### src/core/lfm_pkg.sv
package lfm_pkg;
    // Clock rate of the supervising logic
    localparam int unsigned CLK_MHZ        = 200;
    // Hold time of the over-current and over/under-voltage one-shots
    localparam int unsigned HOLD_US        = 50;
    localparam int unsigned HOLD_CYC       = HOLD_US * CLK_MHZ;
    localparam int unsigned HOLD_W         = 14;
    // Fault counter full count and periodic reset schedule
    localparam int unsigned FAULT_FULL     = 256;
    localparam int unsigned FIRST_RST      = 32768;
    localparam int unsigned PERIOD_RST     = 65536;
    localparam int unsigned FCNT_W         = 9;
    localparam int unsigned SCHED_W        = 17;
    // Synchroniser depth for comparator inputs
    localparam int unsigned SYNC_STAGES    = 3;
endpackage : lfm_pkg

### src/core/lfm_fault_monitor.sv
`timescale 1ns/1ps
// Function
// - Over-current status held about 50 us by a retriggerable hold timer.
// - Over-current hold expiring with comparator clear resets fault counter.
// - Short circuit above 1000 mV kills drives at once and flags fault.
// - Short-circuit detection active from reset release, start-up included.
// - Voltage sense at 2 V enables clamp pulling error amp node down.
// - Error amp node below 0.5 V disables all gate drives.
// - Undervoltage input below 0.4 V counts; full count reports fault.
// - Counter reset at cycle 32768, then every 65536 cycles.
// - Voltage fault held 50 us; counter cleared if gone at expiry.
// - Counter reaching 256 confirms fault, fault indicator driven low.
// - Counter advances on the drive switching clock.
// - Over-current counting starts when current sense exceeds 630 mV.
module lfm_fault_monitor
    import lfm_pkg::*;
(
    input  wire logic clk,               // Drive switching rate clock
    input  wire logic reset,             // Power-on reset, active high
    input  wire logic cmp_oc,            // Current sense above 630 mV
    input  wire logic cmp_sc,            // Current sense above 1000 mV
    input  wire logic cmp_ov,            // Voltage sense at 2 V
    input  wire logic cmp_uv,            // Undervoltage input below 0.4 V
    input  wire logic cmp_comp_low,      // Error amp node below 0.5 V
    input  wire logic drive_in_first,    // Drive request, first output
    input  wire logic drive_in_second,   // Drive request, second output
    output logic      drive_out_first,   // Gated first drive output
    output logic      drive_out_second,  // Gated second drive output
    output logic      clamp_enable,      // Clamp current source on
    output logic      fault_n            // Fault indicator, active low
);
    logic oc_s;
    logic sc_s;
    logic ov_s;
    logic uv_s;
    logic cl_s;
    logic [HOLD_W-1:0]  oc_hold_q;
    logic [HOLD_W-1:0]  ov_hold_q;
    logic [SCHED_W-1:0] sched_q;
    logic               first_done_q;
    logic [FCNT_W-1:0]  fcnt_q;
    logic               fault_q;
    logic               sc_trip_q;
    logic               oc_expire;
    logic               ov_expire;
    logic               sched_rst;
    logic               oc_held;
    logic               ov_held;

    // Full count is decoded in several places, so it is decoded once
    function automatic logic count_full(input logic [FCNT_W-1:0] cnt);
        return cnt == FCNT_W'(FAULT_FULL);
    endfunction : count_full

    // Every comparator crosses into the clock domain first
    lfm_sync u_sync_oc (.clk(clk), .reset(reset), .async_in(cmp_oc),
                        .sync_out(oc_s));
    lfm_sync u_sync_sc (.clk(clk), .reset(reset), .async_in(cmp_sc),
                        .sync_out(sc_s));
    lfm_sync u_sync_ov (.clk(clk), .reset(reset), .async_in(cmp_ov),
                        .sync_out(ov_s));
    lfm_sync u_sync_uv (.clk(clk), .reset(reset), .async_in(cmp_uv),
                        .sync_out(uv_s));
    lfm_sync u_sync_cl (.clk(clk), .reset(reset), .async_in(cmp_comp_low),
                        .sync_out(cl_s));

    // Retriggerable hold for over-current; reloads while comparator is high
    always_ff @(posedge clk or posedge reset) begin
        if (reset) begin
            oc_hold_q <= '0;
        end else if (oc_s) begin
            oc_hold_q <= HOLD_W'(HOLD_CYC);
        end else if (oc_hold_q != '0) begin
            oc_hold_q <= oc_hold_q - 1'b1;
        end
    end

    // Same one-shot for the over/under-voltage status
    always_ff @(posedge clk or posedge reset) begin
        if (reset) begin
            ov_hold_q <= '0;
        end else if (ov_s || uv_s) begin
            ov_hold_q <= HOLD_W'(HOLD_CYC);
        end else if (ov_hold_q != '0) begin
            ov_hold_q <= ov_hold_q - 1'b1;
        end
    end

    assign oc_held   = (oc_hold_q != '0);
    assign ov_held   = (ov_hold_q != '0);
    // Expiry is the last count with the condition gone
    assign oc_expire = (oc_hold_q == HOLD_W'(1)) && !oc_s;
    assign ov_expire = (ov_hold_q == HOLD_W'(1)) && !ov_s && !uv_s;

    // Periodic reset schedule: first at 32768, then every 65536
    always_ff @(posedge clk or posedge reset) begin
        if (reset) begin
            sched_q      <= '0;
            first_done_q <= 1'b0;
        end else if (sched_rst) begin
            sched_q      <= '0;
            first_done_q <= 1'b1;
        end else begin
            sched_q <= sched_q + 1'b1;
        end
    end
    assign sched_rst = first_done_q
                     ? (sched_q == SCHED_W'(PERIOD_RST - 1))
                     : (sched_q == SCHED_W'(FIRST_RST - 1));

    // Shared fault counter; advances once per drive-rate clock
    always_ff @(posedge clk or posedge reset) begin
        if (reset) begin
            fcnt_q <= '0;
        end else if (count_full(fcnt_q)) begin
            fcnt_q <= fcnt_q; // Saturate once confirmed
        end else if (sched_rst || oc_expire || ov_expire) begin
            fcnt_q <= '0;
        end else if (oc_held || uv_s) begin
            fcnt_q <= fcnt_q + 1'b1;
        end
    end

    // Latched fault; only power-on reset clears it
    always_ff @(posedge clk or posedge reset) begin
        if (reset) begin
            fault_q <= 1'b0;
        end else if (sc_s || count_full(fcnt_q)) begin
            fault_q <= 1'b1;
        end
    end

    // Short circuit latch, live from reset release with no start-up mask
    always_ff @(posedge clk or posedge reset) begin
        if (reset) begin
            sc_trip_q <= 1'b0;
        end else if (sc_s) begin
            sc_trip_q <= 1'b1;
        end
    end

    // Drive gating; uses the live sync so shutdown needs no extra cycle
    always_ff @(posedge clk or posedge reset) begin
        if (reset) begin
            drive_out_first  <= 1'b0;
            drive_out_second <= 1'b0;
        end else if (sc_s || sc_trip_q || cl_s) begin
            drive_out_first  <= 1'b0;
            drive_out_second <= 1'b0;
        end else begin
            drive_out_first  <= drive_in_first;
            drive_out_second <= drive_in_second;
        end
    end

    // Clamp follows the voltage comparator directly
    always_ff @(posedge clk or posedge reset) begin
        if (reset) begin
            clamp_enable <= 1'b0;
        end else begin
            clamp_enable <= ov_s;
        end
    end

    assign fault_n = !fault_q;

    // Checks
    sc_kill_a: assert property (@(posedge clk) disable iff (reset)
        sc_s |=> !drive_out_first && !drive_out_second && !fault_n)
        else $error("short circuit did not stop drives");
    sc_live_a: assert property (@(posedge clk) disable iff (reset)
        sc_s |=> sc_trip_q)
        else $error("short circuit not latched");
    sc_latch_a: assert property (@(posedge clk) disable iff (reset)
        sc_trip_q |=> !drive_out_first && !drive_out_second)
        else $error("shutdown not latched");
    fault_latch_a: assert property (@(posedge clk) disable iff (reset)
        !fault_n |=> !fault_n)
        else $error("fault indicator released");
    comp_low_a: assert property (@(posedge clk) disable iff (reset)
        cl_s |=> !drive_out_first && !drive_out_second)
        else $error("drives on with error node low");
    drive_pass_a: assert property (@(posedge clk) disable iff (reset)
        !sc_s && !sc_trip_q && !cl_s
        |=> drive_out_first == $past(drive_in_first)
            && drive_out_second == $past(drive_in_second))
        else $error("drives not passed through while healthy");
    clamp_on_a: assert property (@(posedge clk) disable iff (reset)
        ov_s |=> clamp_enable)
        else $error("clamp not enabled at 2 V");
    oc_load_a: assert property (@(posedge clk) disable iff (reset)
        oc_s |=> oc_hold_q == HOLD_W'(HOLD_CYC))
        else $error("over-current hold not reloaded");
    oc_hold_a: assert property (@(posedge clk) disable iff (reset)
        $fell(oc_s) |-> oc_held [*8])
        else $error("over-current hold dropped early");
    ov_hold_a: assert property (@(posedge clk) disable iff (reset)
        $fell(ov_s || uv_s) |-> ov_held [*8])
        else $error("voltage hold dropped early");
    full_fault_a: assert property (@(posedge clk) disable iff (reset)
        fcnt_q == FCNT_W'(FAULT_FULL) |=> !fault_n)
        else $error("full count gave no fault");
    oc_clear_a: assert property (@(posedge clk) disable iff (reset)
        oc_expire && fcnt_q != FCNT_W'(FAULT_FULL) |=> fcnt_q == '0)
        else $error("counter not cleared on hold expiry");
    ov_clear_a: assert property (@(posedge clk) disable iff (reset)
        ov_expire && fcnt_q != FCNT_W'(FAULT_FULL) |=> fcnt_q == '0)
        else $error("counter not cleared on voltage hold expiry");
    sched_clear_a: assert property (@(posedge clk) disable iff (reset)
        sched_rst && fcnt_q != FCNT_W'(FAULT_FULL) |=> fcnt_q == '0)
        else $error("periodic reset missed");
    uv_count_a: assert property (@(posedge clk) disable iff (reset)
        uv_s && !sched_rst && !oc_expire && !ov_expire
        && fcnt_q < FCNT_W'(FAULT_FULL) |=> fcnt_q == $past(fcnt_q) + 1'b1)
        else $error("undervoltage did not count");

    sc_cov: cover property (@(posedge clk) disable iff (reset) $rose(sc_s));
    ov_clr_cov: cover property (@(posedge clk) disable iff (reset)
        ov_expire && fcnt_q != '0);
    full_cov: cover property (@(posedge clk) disable iff (reset)
        $fell(fault_n) && !sc_trip_q);
    expire_cov: cover property (@(posedge clk) disable iff (reset)
        oc_expire);
    clamp_cov: cover property (@(posedge clk) disable iff (reset)
        $rose(clamp_enable));
endmodule : lfm_fault_monitor

### src/core/lfm_sync.sv
`timescale 1ns/1ps
// Three-stage synchroniser; a change counts once stages two and three agree
module lfm_sync
    import lfm_pkg::*;
(
    input  wire logic clk,      // Counter clock
    input  wire logic reset,    // Async reset, active high
    input  wire logic async_in, // Comparator level from outside
    output logic      sync_out  // Filtered level
);
    logic [SYNC_STAGES-1:0] stage_q;

    // Shift chain; stage 0 feeds only stage 1
    always_ff @(posedge clk or posedge reset) begin
        if (reset) begin
            stage_q <= '0;
        end else begin
            stage_q <= {stage_q[SYNC_STAGES-2:0], async_in};
        end
    end

    // Output moves only when the last two stages agree
    always_ff @(posedge clk or posedge reset) begin
        if (reset) begin
            sync_out <= 1'b0;
        end else if (stage_q[1] == stage_q[2]) begin
            sync_out <= stage_q[2];
        end
    end
endmodule : lfm_sync

### config.mk
export PLATFORM = sky130hd
export DESIGN_NAME = lfm_fault_monitor
export DESIGN_NICKNAME = d
export VERILOG_FILES = /design/src/core/lfm_pkg.sv /design/src/core/lfm_fault_monitor.sv /design/src/core/lfm_sync.sv
export SDC_FILE = /design/constraint.sdc
export NUM_CORES = 1
export LEC_CHECK = 0
export ABC_AREA = 0
export BUFFER_PORTS_ARGS = -buffer_cell sky130_fd_sc_hd__buf_2
export CORE_MARGIN = 8
export CORE_UTILIZATION = 45
export DETAILED_ROUTE_END_ITERATION = 8
export GPL_TIMING_DRIVEN = 0
export HOLD_SLACK_MARGIN = 0.03
export PLACE_DENSITY = 0.59
export SYNTH_ARGS = -nofsm -noshare
export SYNTH_HDL_FRONTEND = slang
export SYNTH_HIERARCHICAL = 1
export SYNTH_SLANG_ARGS = --single-unit
### constraint.sdc
create_clock -name clk -period 2.1 [get_ports clk]
set_input_delay 0 -clock clk [delete_from_list [all_inputs] [get_ports clk]]
set_output_delay 0 -clock clk [all_outputs]
set_load 0.01 [all_outputs]
=== Yosys cells after proc, flatten, opt, wreduce, memory -nomap -nowiden ===
Cells that the tools add are included.

* Word-level logic and storage cells: 65
* Input port bits: 9
* Flip-flop bits (word level): 80
* Output and inout port bits: 4

* Equality and inequality tests: 10
* Reduce and logical (&&, ||, !) cells: 20
* Bitwise logic cells: 1
* Add/subtract/negate cells: 4
* Muxes and demuxes: 10

{| class="wikitable"
|+ Operator list
! cell !! number
|-
| 2-to-1 mux 14 bit || 4
|-
| equality test 14 x 1 -> 1 bit, second input constant || 2
|-
| nonzero test 14 bit || 2
|-
| subtractor 14 x 1 -> 14 bit, second input constant || 2
|-
| 2-to-1 mux 9 bit || 2
|-
| adder 17 x 1 -> 17 bit, second input constant || 1
|-
| equality test 17 x 15 -> 1 bit, second input constant || 1
|-
| equality test 17 x 16 -> 1 bit, second input constant || 1
|-
| 2-to-1 mux 17 bit || 1
|-
| adder 9 x 1 -> 9 bit, second input constant || 1
|-
| equality test 9 bit, second input constant || 1
|-
| logical OR 1 bit || 7
|-
| nonzero test 2 bit || 3
|-
| equality test 1 bit || 5
|-
| logical NOT 1 bit || 4
|-
| logical AND 1 bit || 3
|-
| 2-to-1 mux 1 bit || 3
|-
| AND reduction 2 bit || 1
|-
| NOT 1 bit || 1
|}

=== Logic depth before layout (Yosys ltp) ===
* Depth after elaboration: 6
* Depth in mapped cells: 8
* Gate-level depth less buffers: 7

=== Hierarchy ===
The synthesis kept the hierarchy.

{| class="wikitable"
|+ Modules (own cells, without submodules)
! module !! cells each !! area an instance (um^2) !! instances
|-
| lfm_fault_monitor || 295 || 3,037.9 || 1
|-
| lfm_sync || 6 || 115.1 || 5
|}

=== Least setup slack after synthesis ===
OpenSTA, ideal clock, no wires.

* Path kind: register to register
* Start: register sched_q[0]
* End: register fcnt_q[1]
* Slack: 0.290 ns
* Stages on the path, launching flop included: 7
* Required time: 1.982 ns
* Arrival: 1.692 ns
* Clock period less this slack: 1.810 ns
* Cell sequence: dfrtp_1 ha_1 nand3_2 or4_4 o211ai_4 nor3_1 a21o_1

* Longest elaborated chain between the ends: 6
* Elaborated cells on any way between the ends: 8
* Those cells by class: 2 x eq/ne; 2 x mux; 4 x reduce/logical

{| class="wikitable"
|+ Ends and longest elaborated chain
! item !! RTL line !! text
|-
| start, declared || lfm_fault_monitor.sv:39 || <nowiki>logic [SCHED_W-1:0] sched_q;</nowiki>
|-
| start signal, assigned || lfm_fault_monitor.sv:104 || <nowiki>sched_q <= sched_q + 1'b1;</nowiki>
|-
| equality test 17 x 15 -> 1 bit / equality test 17 x 16 -> 1 bit (equally long branches) || lfm_fault_monitor.sv:109, lfm_fault_monitor.sv:108 ||
|-
| 2-to-1 mux 1 bit (*) || lfm_fault_monitor.sv:108 || <nowiki>? (sched_q == SCHED_W'(PERIOD_RST - 1))</nowiki>
|-
| logical OR 1 bit (*) (2 in a row) || lfm_fault_monitor.sv:117 || <nowiki>end else if (sched_rst || oc_expire || ov_expire) begin</nowiki>
|-
| nonzero test 2 bit (no line) || n/a ||
|-
| AND reduction 2 bit (no line) || n/a ||
|-
| end signal, assigned || lfm_fault_monitor.sv:116 || <nowiki>fcnt_q <= fcnt_q;</nowiki>
|-
| end signal, assigned || lfm_fault_monitor.sv:120 || <nowiki>fcnt_q <= fcnt_q + 1'b1;</nowiki>
|-
| end, declared || lfm_fault_monitor.sv:41 || <nowiki>logic [FCNT_W-1:0] fcnt_q;</nowiki>
|}

Mark *: on every way between the ends. The rest lies on a longest branch, timed or not.
A chain may end at the register's enable or synchronous reset.

=== Worst setup path after layout ===
* Start: register sched_q[1]
* End: register fcnt_q[1]

The elaborated chain is that of the path after synthesis.

==> impl_metrics.env <==
export IMPL_antenna_found_initial=0
export IMPL_drt_total_wl_um=6093
export IMPL_place_ws_ns=-0.01804
export IMPL_setup_slack_ns=0.1831
export IMPL_grt_pass1_vias=2366
export IMPL_rsz0062_at_grt="false"
export IMPL_synthMuxAreaShare_pct=0.3116
export IMPL_cts_sinks=80
export IMPL_final_common_cell="dfrtp_1"
export IMPL_drtIter0Drc=49
export IMPL_globalRouteOverflowTotal=0
export IMPL_drive_gt1_share_pct=16.16
export IMPL_fmax_mhz=521.7
export IMPL_gp_congestion=0.7440
export IMPL_clk_latency_ns=0.34
export IMPL_syn_nets=343
export IMPL_synth_compound_area_share_pct=4.051
export IMPL_cts_root_buffer="clkbuf_8"
export IMPL_finClkSkew_ns=0.008793
export IMPL_yosysWarnings=6
export IMPL_critical_path_class="reg -> reg"
export IMPL_finalCritPeriodShare_pct=91.28
export IMPL_dieHeight_um=105.6
export IMPL_slew_headroom_pct=57.83
export IMPL_avgSynthCellArea_um2=11.12
export IMPL_status="finished, final reports clean"
export IMPL_power_leakage_nw=1.776
export IMPL_dp_cells=440
export IMPL_synth_xor_area_share_pct=10.18
export IMPL_drc_errors=0
export IMPL_fp_dieW_um=105.6
export IMPL_synth_edff_count=0
export IMPL_ant_nets=0
export IMPL_place_port_buffers=12
export IMPL_ys_ff_latch=80
export IMPL_synth_area_um2=3613
export IMPL_io_pins=13
export IMPL_synthCells=325
export IMPL_n_antenna_cell=0
export IMPL_cp_max_fo=7
export IMPL_peakVddDrop_mv=0.5472
export IMPL_core_area_um2=7767
export IMPL_finalHoldViolCount=0
export IMPL_worstRegToRegCells=6
export IMPL_register_area_um2=2002
export IMPL_hold_path_class="in -> async"
export IMPL_die_area_um2=11150
export IMPL_p_comb_share_pct=16.1
export IMPL_cp_end_kind="register"
export IMPL_multiInputGateArea_um2=1559
export IMPL_fin_cells=467
export IMPL_setup_violations=0
export IMPL_cts_clk_slew_worst_paths_ns=0.08
export IMPL_num_vias=2317
export IMPL_synth_cell_type_count=46
export IMPL_synth_top_family_by_area="simple AND/OR/NAND/NOR gates"
export IMPL_vias_per_cell=4.961
export IMPL_period_minus_slack_ns=1.917
export IMPL_async_reset_ff_share_pct=100.0
export IMPL_crit_arrival_ns=2.15
export IMPL_synth_fa_ha_area_share_pct=4.675
export IMPL_grt_total_usage_pct=12.05
export IMPL_crit_required_ns=2.33
export IMPL_tightest_slew_ns=0.6316
export IMPL_tns_ns=0
export IMPL_area_delta_synth_final_pct=14.47
export IMPL_seqPwrFrac_pct=55.6
export IMPL_cts_tree="yes"
export IMPL_first_pass_iters=4
export IMPL_synth_simple_area_share_pct=22.92
export IMPL_p_per_area_nw_per_um2=817.1
export IMPL_initial_core_util_pct=46.52
export IMPL_switching_share_pct=29.03
export IMPL_clockBufferDepth=2
export IMPL_cap_violations=0
export IMPL_synth_seq_area_share_pct=55.40
export IMPL_final_cell_mix="dfrtp_1, nor2_1, xor2_1"
export IMPL_nFillCells=714
export IMPL_cts_buffers_inserted=9
export IMPL_hpwl_um=4135
export IMPL_p_clk_share_pct=28.3
export IMPL_final_nets=380
export IMPL_routedWlPerCell_um=13.05
export IMPL_grt_pass1_wl_um=10960
export IMPL_drv_slew=0
export IMPL_p_int_mw=2.399
export IMPL_switching_power_mw=0.9811
export IMPL_rows=32
export IMPL_startpoint_type="register"
export IMPL_synth_flop_cell="dfrtp_1"
export IMPL_htreeDepth=3
export IMPL_grt_max_degree=34
[routing by layer]
| metal | GRT usage, % | wire [µm] | up-vias |
|---|---|---|---|
| met2 | 18.93 | 2860 | 14 |
| met1 | 15.41 | 2996 | 1107 |
| met4 | 4.523 | 78 | 0 |
| met3 | 3.532 | 157 | 9 |
| li1 | - | - | 1187 |
| met5 | 0 | 0 | - |
[worst max-delay path, cell delays in order, from the launching register on]
cell and delay (ns):
dfrtp_1 0.39, ha_1 0.21, nand3_2 0.16, or4_4 0.48, o211ai_4 0.27, nor3_1 0.11
a21o_1 0.19
[area by class of cell]
cell class                 count  area share [%]
multi-input combinational    224           37.69
buffer                         6          0.7864
timing repair buffer          26           4.779
tap                          102           3.085
clock buffer                  11           3.418
sequential                    80           48.40
inverter                      15           1.361
clock inverter                 3          0.4840
[state kept, by name (all words and copies together), names as in the netlist, 3 cells and up]
name and flops:
fcnt_q 9, oc_hold_q 14, ov_hold_q 14, sched_q 17, u_sync_cl/stage_q 3, u_sync_oc/stage_q 3, u_sync_ov/stage_q 3, u_sync_sc/stage_q 3
u_sync_uv/stage_q 3
[power groups by stage]
| stage | Clock, mW | Combinational [mW] | Sequential [mW] |
|---|---|---|---|
| finish | 0.956 | 0.545 | 1.88 |
| CTS | 1.01 | 0.549 | 1.87 |
| detailed placement | 0 | 0.534 | 1.89 |
| global placement | 0 | 0.517 | 1.89 |
| floorplan | 0 | 0.431 | 1.85 |
| global route | 1.05 | 0.634 | 1.91 |
[stage by stage]
stage                     total power [mW]  cell area, µm²  util (%)  hold slack (ns)
final                                3.380            4136     53.25           0.1332
after CTS                            3.421            4075     52.46           0.1207
after global routing                 3.600            4136     53.25           0.1550
after detailed placement             2.426            3821     49.19         -0.04526
after floorplan                      2.285            3613         -          -0.2339
after global placement               2.403            3801     48.94         -0.05769
[synthesized netlist by cell type, types with 3 or more instances]
| cell type | number | share of area (%) |
|---|---|---|
| dfrtp_1 | 80 | 55 |
| nor2_1 | 40 | 4.2 |
| xor2_1 | 32 | 7.8 |
| nand2_1 | 17 | 1.8 |
| nand3_1 | 16 | 2.2 |
| inv_1 | 15 | 1.6 |
| nor3_1 | 11 | 1.5 |
| nand4_1 | 10 | 1.7 |
| xnor2_1 | 10 | 2.4 |
| ha_1 | 9 | 3.1 |
| nand4b_1 | 6 | 1.5 |
| maj3_2 | 5 | 1.6 |
| nand2b_1 | 5 | 0.87 |
| nor2b_1 | 5 | 0.87 |
| nor4_1 | 5 | 0.87 |
| or3_1 | 5 | 0.87 |
| a21oi_1 | 4 | 0.55 |
| o21ai_0 | 4 | 0.55 |
| a21o_1 | 3 | 0.62 |
| and2_1 | 3 | 0.52 |
| or2_2 | 3 | 0.52 |
| or4_4 | 3 | 0.93 |
[what timing repair did]
action,in CTS,in global routing
cloned,0,0
endpoints found under the hold margin,54,0
setup buffers,0,5
hold buffers,8,0
resized for setup,2,3
setup endpoints to repair,11,19
pin swaps,1,2
[final timing paths]
kind	start	endpoint	slack [ns]
worst min-delay path	reset	u_sync_uv/stage_q[1]	0.13
worst min register to register	u_sync_ov/stage_q[0]	u_sync_ov/stage_q[1]	0.35
worst max-delay path	sched_q[1]	fcnt_q[1]	0.18
min in group clk	cmp_comp_low	u_sync_cl/stage_q[0]	0.29
worst max register to register	sched_q[1]	fcnt_q[1]	0.18
max in group asynchronous	reset	sched_q[9]	1.17
[logic make-up (layout without fill, tap and decap cells)]
logic type | Yosys count | after routing
and+or+nand+nor | 147 | 147
DFF | 80 | 80
xor gates and xnor gates | 42 | 42
buffers and inverters | 21 | 61
AOI/OAI and AO/OA | 20 | 20
adders and majority gates | 14 | 14
muxes | 1 | 1
No activity file was read; power rests on OpenSTA's default activity.
